### src/pbc_defs.vh
// constants and register map of the pll base clock select control
// Behaviour
// programming register holds multiplier in upper four bits, range in lower four
// software picks multiplier and range by rounding frequency ratios
// multiplier value zero configures the feedback divider like one
// range value zero disables the loop and forces crystal clock as base
// source change waits up to three cycles of each clock, output held static
// transition output divided by two for even duty base clock
// base clock select bit chooses crystal or vco clock for base output
// vco clock cannot be selected while loop power bit is clear
// while vco clock selected, loop power bit is forced set and read-only
// power and select never change together; one change per write applied
// oscillator enable input gates both crystal oscillator and loop
// while loop power set, programming register ignores writes
// irq enable read/write, reset zero; unwritable and reads zero in manual mode
// lock change flag sets on each lock toggle; with enable raises irq; here the flag sets only on toggles in auto mode
// lock change flag reads zero in manual mode; reset clears it
// any read of the control register clears the lock change flag; here a read clears it only if its setup snapshot showed it set, and any write clears it
// irq output comes from lock path through flag and enable
// select bit one is vco over two, zero crystal; reset and stop clear
// loop power bit read/write, set by reset
// lock toggle found by comparing synchronized lock with previous sample
`ifndef PBC_DEFS_VH
`define PBC_DEFS_VH
`define PBC_ADDR_CTRL     12'h000
`define PBC_ADDR_PROG     12'h004
`define PBC_PROG_RESET    8'h66
`define PBC_BIT_IE        7
`define PBC_BIT_FLAG      6
`define PBC_BIT_PWR       5
`define PBC_BIT_SEL       4
`define PBC_CTRL_ONES     4'hF
`define PBC_SETTLE_CYC    3'h3
`endif

### src/pbc_sync.v
// two-stage synchroniser for a single level
`default_nettype none
module pbc_sync (
	// clock and reset
	input  wire SYS_CLK,
	input  wire SYS_RST,
	// level in and out
	input  wire d_in,
	output wire q_out
);
	reg s1_q;
	reg s2_q;
	always @(posedge SYS_CLK) begin
		if (SYS_RST) begin
			s1_q <= 1'b0;
			s2_q <= 1'b0;
		end else begin
			s1_q <= d_in;
			s2_q <= s1_q;
		end
	end
	assign q_out = s2_q;
endmodule // pbc_sync
`default_nettype wire

### src/pbc_switch.v
// transition control and divide-by-two of the base clock
`default_nettype none
`include "pbc_defs.vh"
module pbc_switch (
	// clock and reset
	input  wire SYS_CLK,
	input  wire SYS_RST,
	// source clocks, already synchronous samples
	input  wire xtal_in,
	input  wire vco_in,
	input  wire sel_vco,
	// base clock and status
	output wire base_out,
	output wire busy
);
	reg       cur_q;
	reg [2:0] xcnt_q;
	reg [2:0] vcnt_q;
	reg       xprev_q;
	reg       vprev_q;
	reg       div_q;
	wire      xrise = xtal_in & ~xprev_q;
	wire      vrise = vco_in & ~vprev_q;
	wire      chg   = (sel_vco != cur_q);
	wire      done  = (xcnt_q >= `PBC_SETTLE_CYC) && (vcnt_q >= `PBC_SETTLE_CYC);
	wire      src   = cur_q ? vrise : xrise;
	always @(posedge SYS_CLK) begin
		if (SYS_RST) begin
			cur_q   <= 1'b0;
			xcnt_q  <= 3'h0;
			vcnt_q  <= 3'h0;
			xprev_q <= 1'b0;
			vprev_q <= 1'b0;
			div_q   <= 1'b0;
		end else begin
			xprev_q <= xtal_in;
			vprev_q <= vco_in;
			if (chg) begin
				// base clock frozen while both sources are counted out
				if (done) begin
					cur_q  <= sel_vco;
					xcnt_q <= 3'h0;
					vcnt_q <= 3'h0;
				end else begin
					if (xrise && xcnt_q < `PBC_SETTLE_CYC)
						xcnt_q <= xcnt_q + 3'h1;
					if (vrise && vcnt_q < `PBC_SETTLE_CYC)
						vcnt_q <= vcnt_q + 3'h1;
				end
			end else begin
				// an aborted request must not leave counts for the next one
				xcnt_q <= 3'h0;
				vcnt_q <= 3'h0;
				if (src)
					div_q <= ~div_q;
			end
		end
	end
	assign base_out = div_q;
	assign busy     = chg;
endmodule // pbc_switch
`default_nettype wire

### src/pbc_top.v
// control registers and base clock selection of the pll clock generator
//
// Chosen here: the register offsets and the APB interface to the registers.
`default_nettype none
`include "pbc_defs.vh"
module pbc_top (
	// clock and reset
	input  wire        SYS_CLK,
	input  wire        SYS_RST,
	// apb slave
	input  wire        PSEL,
	input  wire        PENABLE,
	input  wire        PWRITE,
	input  wire [11:0] PADDR,
	input  wire [31:0] PWDATA,
	output reg  [31:0] PRDATA,
	output wire        PREADY,
	output wire        PSLVERR,
	// clock sources and system control
	input  wire        CRYSTAL_CLOCK,
	input  wire        VCO_CLOCK,
	input  wire        OSCILLATOR_ENABLE_IN,
	input  wire        STOP_MODE,
	// from bandwidth control
	input  wire        LOCK_IN,
	input  wire        AUTO_MODE,
	// analog loop control
	output reg  [3:0]  FEEDBACK_DIVIDE,
	output reg  [3:0]  RANGE_SELECT,
	output reg         LOOP_ENABLE,
	output reg         OSC_RUN,
	// outputs
	output reg         BASE_CLOCK_OUT,
	output reg         SWITCH_BUSY,
	output reg         CLOCK_GEN_IRQ
);
	reg  [7:0] prog_q;
	reg        ie_q;
	reg        flag_q;
	reg        pwr_q;
	reg        sel_q;
	reg        lock_prev_q;
	wire       lock_s;
	wire       base_w;
	wire       busy_w;
	wire       wr_en  = PSEL & PENABLE & PWRITE;
	wire       rd_en  = PSEL & PENABLE & ~PWRITE;
	wire       hit_c  = (PADDR == `PBC_ADDR_CTRL);
	wire       hit_p  = (PADDR == `PBC_ADDR_PROG);
	wire       wr_c   = wr_en & hit_c;
	wire       range0 = (prog_q[3:0] == 4'h0);
	wire       toggle = lock_s ^ lock_prev_q;
	wire       flag_v = flag_q & AUTO_MODE;
	wire       ie_v   = ie_q & AUTO_MODE;
	wire       pw_new = PWDATA[`PBC_BIT_PWR];
	wire       sl_new = PWDATA[`PBC_BIT_SEL];
	wire       pw_chg = (pw_new != pwr_q);
	wire       sl_chg = (sl_new != sel_q);
	wire [7:0] ctrl_rd;
	wire [7:0] prog_rd;

	function [3:0] eff_mul;
		input [3:0] m;
		begin
			eff_mul = (m == 4'h0) ? 4'h1 : m;
		end
	endfunction

	pbc_sync u_lock_sync (
		.SYS_CLK (SYS_CLK),
		.SYS_RST (SYS_RST),
		.d_in    (LOCK_IN),
		.q_out   (lock_s)
	);

	pbc_switch u_switch (
		.SYS_CLK (SYS_CLK),
		.SYS_RST (SYS_RST),
		.xtal_in (CRYSTAL_CLOCK),
		.vco_in  (VCO_CLOCK),
		.sel_vco (sel_q & ~range0),
		.base_out(base_w),
		.busy    (busy_w)
	);

	always @(posedge SYS_CLK) begin
		if (SYS_RST) begin
			prog_q      <= `PBC_PROG_RESET;
			ie_q        <= 1'b0;
			flag_q      <= 1'b0;
			pwr_q       <= 1'b1;
			sel_q       <= 1'b0;
			lock_prev_q <= 1'b0;
		end else begin
			lock_prev_q <= lock_s;
			if (wr_en && hit_p && !pwr_q)
				prog_q <= PWDATA[7:0];
			if (wr_c && AUTO_MODE)
				ie_q <= PWDATA[`PBC_BIT_IE];
			// a new toggle beats the read-clear in the same cycle
			if (toggle && AUTO_MODE)
				flag_q <= 1'b1;
			// a read only clears what its setup-cycle snapshot reported
			else if (PSEL && PENABLE && hit_c && (PWRITE || PRDATA[`PBC_BIT_FLAG]))
				flag_q <= 1'b0;
			if (wr_c) begin
				// power change takes priority; select waits for a later write
				if (pw_chg && !sel_q)
					pwr_q <= pw_new;
				else if (sl_chg && !pw_chg && (pwr_q || !sl_new) && !(sl_new && range0))
					sel_q <= sl_new;
			end
			// power stays writable with range zero; only the select is held off
			if (STOP_MODE || range0)
				sel_q <= 1'b0;
		end
	end

	assign ctrl_rd = {ie_v, flag_v, pwr_q | sel_q, sel_q, `PBC_CTRL_ONES};
	assign prog_rd = prog_q;
	assign PREADY  = 1'b1;
	assign PSLVERR = 1'b0;

	always @(posedge SYS_CLK) begin
		if (SYS_RST) begin
			PRDATA          <= 32'h0000_0000;
			FEEDBACK_DIVIDE <= 4'h6;
			RANGE_SELECT    <= 4'h6;
			LOOP_ENABLE     <= 1'b0;
			OSC_RUN         <= 1'b0;
			BASE_CLOCK_OUT  <= 1'b0;
			SWITCH_BUSY     <= 1'b0;
			CLOCK_GEN_IRQ   <= 1'b0;
		end else begin
			if (PSEL && !PENABLE && !PWRITE) begin
				if (PADDR == `PBC_ADDR_CTRL)
					PRDATA <= {24'h00_0000, ctrl_rd};
				else if (PADDR == `PBC_ADDR_PROG)
					PRDATA <= {24'h00_0000, prog_rd};
				else
					PRDATA <= 32'h0000_0000;
			end
			FEEDBACK_DIVIDE <= eff_mul(prog_q[7:4]);
			RANGE_SELECT    <= prog_q[3:0];
			LOOP_ENABLE     <= pwr_q & ~range0 & OSCILLATOR_ENABLE_IN;
			OSC_RUN         <= OSCILLATOR_ENABLE_IN;
			BASE_CLOCK_OUT  <= base_w;
			SWITCH_BUSY     <= busy_w;
			CLOCK_GEN_IRQ   <= flag_v & ie_v;
		end
	end
endmodule // pbc_top
`default_nettype wire

### config.mk
export PLATFORM = sky130hd
export DESIGN_NAME = pbc_top
export DESIGN_NICKNAME = d
export VERILOG_FILES = /design/src/pbc_sync.v /design/src/pbc_switch.v /design/src/pbc_top.v
export VERILOG_INCLUDE_DIRS = /design/src
export SDC_FILE = /design/constraint.sdc
export NUM_CORES = 1
export LEC_CHECK = 0
export ABC_AREA = 1
export BUFFER_PORTS_ARGS = -buffer_cell sky130_fd_sc_hd__buf_2
export CORE_AREA = 8 8 75 77
export CTS_BUF_LIST = sky130_fd_sc_hd__clkbuf_4
export DETAILED_ROUTE_END_ITERATION = 8
export DIE_AREA = 0 0 83 85
export PLACE_DENSITY = 0.84
export SKIP_CTS_REPAIR_TIMING = 1
export SKIP_LAST_GASP = 1
export SLEW_MARGIN = 5
export SYNTH_ARGS = -nofsm -noshare
export SYNTH_HDL_FRONTEND = slang
export SYNTH_SLANG_ARGS = --single-unit
export TNS_END_PERCENT = 20
### constraint.sdc
create_clock -name SYS_CLK -period 2.6 [get_ports SYS_CLK]
set_clock_uncertainty 0.15 [all_clocks]
set_input_delay 0.26 -clock SYS_CLK [delete_from_list [all_inputs] [get_ports SYS_CLK]]
set_output_delay 0.26 -clock SYS_CLK [all_outputs]
set_load 0.05 [all_outputs]
==> results.yml <==
run_status:
  status: "finished, violations left"
  violations: "negative hold slack"
timing:
  hold_ws_ns: -0.0108
  fin_tns_setup_ns: 0
  relSlewSlack: 0.595
  max_freq_mhz: 659
  setup_viol: 0
  drv_slew: 0
  setup_ws_ns: 1.08
  fin_crit_sh: 0.583
  worst_pin_slew_ns: 0.606
  rsz0062_at_grt: "false"
  min_period_ns: 1.52
  hold_viol_final: 1
floorplan:
  initial_core_util: 0.481
  die_y_um: 85
  std_cell_rows: 25
  die_x_um: 83
  core_area_mm2: 0.00454
  die-area_mm2: 0.00706
  io-pin-count: 102
worst_hold_path:
  min_path_type: "input port to flip-flop"
yosys:
  yosysTopAreaCell: "dfxtp_1"
  synth_cell_types: 29
  netlist_area_mm2: 0.00218
  async_reset_ff_frac: 0
  yosys_most_used_dff: "dfxtp_1"
  ys_warn_count: 0
  postSynthAreaPerCell_um2: 7.25
  synth_most_common_cell: "nor2_1"
  synth_area_leaders: "dfxtp_1 (42%), nor2_1 (9.8%), buf_4 (9.3%)"
  synthCells: 301
  synth_edf_count: 0
  ys_seq_elements: 46
  ys_seq_area_frac: 0.422
  synth_top_area_frac: 0.422
  yosys-top-cells-count: "nor2_1 (57), nand2_1 (49), dfxtp_1 (46), inv_1 (37), buf_4 (27)"
power:
  p_total_mw: 1.37
  p_int_mw: 0.970
  p_sw_mw: 0.396
  power_density_mw_per_mm2: 535
  power_frac_comb: 0.160
  seqPwrFrac: 0.530
  max-vdd-ir-drop_mv: 0.408
  leakage_nw: 1.33
  switching_share: 0.290
  p_clk_frac: 0.310
setup_path:
  cp-end-kind: "flip-flop"
  required_ns: 2.71
  crit_path_start_kind: "input port"
  arrival_ns: 1.62
  crit_type: "input port to flip-flop"
  path_max_fanout: 4
detailed_routing:
  wl_um: 4590
  ant_nets: 0
  drtPass1Iterations: 4
  vias_per_cell: 4.56
  drc: 0
  wl_per_cell_um: 11.0
  vias: 1895
  drt_iter0_markers: 101
finish:
  multi_input_area_um2: 957
  fin_util: 0.563
  nFillCells: 423
  fin_area_mm2: 0.00255
  fin_cells: 416
  regArea_um2: 921
  nets: 420
  drive_gt1_frac: 0.204
  antenna_cells: 0
  syn_to_final_growth_pct: 17.0
global_routing:
  overflow: 0
  grt_max_degree: 23
  grt_pass1_wl_um: 7470
  grt_usage: 0.126
  first_global_vias: 1776
  antenna_found_initial: 0
placement:
  io_buffers: 51
  dp_hpwl_um: 3510
  pre_cts_slack_ns: 0.800
  placed_cell_area_mm2: 0.00235
  dp_cells: 396
  gp_congestion: 0.767
cts:
  cts_made_buffers: 5
  cts_buffer_depth: 2
  cts_sinks: 46
  cts.htree.levels: 2
  clk_pin_slew_ns: 0.12
  cts_tree: "done"
  root_buffer: "clkbuf_4"
  clkLatencyLatePin_ns: 0.36
run:
  drv_cap: 0
final cells by class:
| cell class | count | area share |
|---|---|---|
| Sequential cell | 46 | 0.361 |
| Inverter | 41 | 0.0603 |
| Clock inverter | 3 | 0.0157 |
| Clock buffer | 5 | 0.0147 |
| Timing Repair Buffer | 63 | 0.147 |
| Multi-Input combinational cell | 204 | 0.375 |
| Tap cell | 54 | 0.0265 |
worst max-delay path: stages:
cell	delay, ns
dlygate4sd3_1	0.52
buf_2	0.09
inv_1	0.03
or2_0	0.22
nor2_1	0.25
nor2_1	0.07
a21oi_1	0.12
nor2_1	0.06
metal layers:
metal	routed length [µm]	track usage	vias up
met4	82	0.0655	0
met2	2370	0.226	57
li1	-	-	994
met3	370	0.0527	9
met5	0	0	-
met1	1770	0.121	835
registers in the layout, summed over array words and instances (netlist names), 3 cells and up:
name / cells
FEEDBACK_DIVIDE: 4
u_switch.vcnt_q: 3
PRDATA: 8
RANGE_SELECT: 4
prog_q: 8
u_switch.xcnt_q: 3
placed cells by master (no fill, tap or decap), types with 2 or more instances in the layout:
cell and instances:
xnor2_1 3, nor2_2 2, clkinv_2 2, ha_1 4, nand2_1 49, or2_2 2
conb_1 26, nor2_1 57, dfxtp_1 46, and2_1 2, nand3b_1 3, nand2_2 3
nor4_1 2, inv_1 37, a21oi_1 11, inv_2 4, nand3_1 19, o21ai_0 7
dlygate4sd3_1 12, clkbuf_4 5, buf_2 51, nor2_4 2, nand4_1 6
cell families after synthesis:
family,share of synthesized area
simple gates,0.313
buf+inv,0.181
flops,0.422
compound gates,0.0464
fa+ha+maj,0.0229
xor+xnor,0.0120
other cells,0.00344
power groups by stage:
stage / Sequential (mW) / Clock (mW) / Combinational, mW
floorplan: 0.769 / 0 / 0.162
global placement: 0.740 / 0 / 0.201
detailed placement: 0.740 / 0 / 0.203
CTS: 0.724 / 0.434 / 0.204
global route: 0.726 / 0.463 / 0.235
finish: 0.724 / 0.424 / 0.218
path summary, 6_finish.rpt:
check / start / endpoint / slack, ns / cells after the start
max: CRYSTAL_CLOCK / u_switch.xcnt_q[1]$_SDFFE_PP0P_ / 1.08 / 8
max reg2reg: u_switch.xcnt_q[0]$_SDFFE_PP0P_ / u_switch.vcnt_q[0]$_SDFFE_PP0P_ / 1.12 / 6
min reg2reg: u_lock_sync.s1_q$_SDFF_PP0_ / u_lock_sync.q_out$_SDFF_PP0_ / 0.25 / 2
min: PWDATA[3] / prog_q[3]$_SDFFE_PP0P_ / -0.01 / 3
Note: power is estimated with default switching activity, not from simulation.
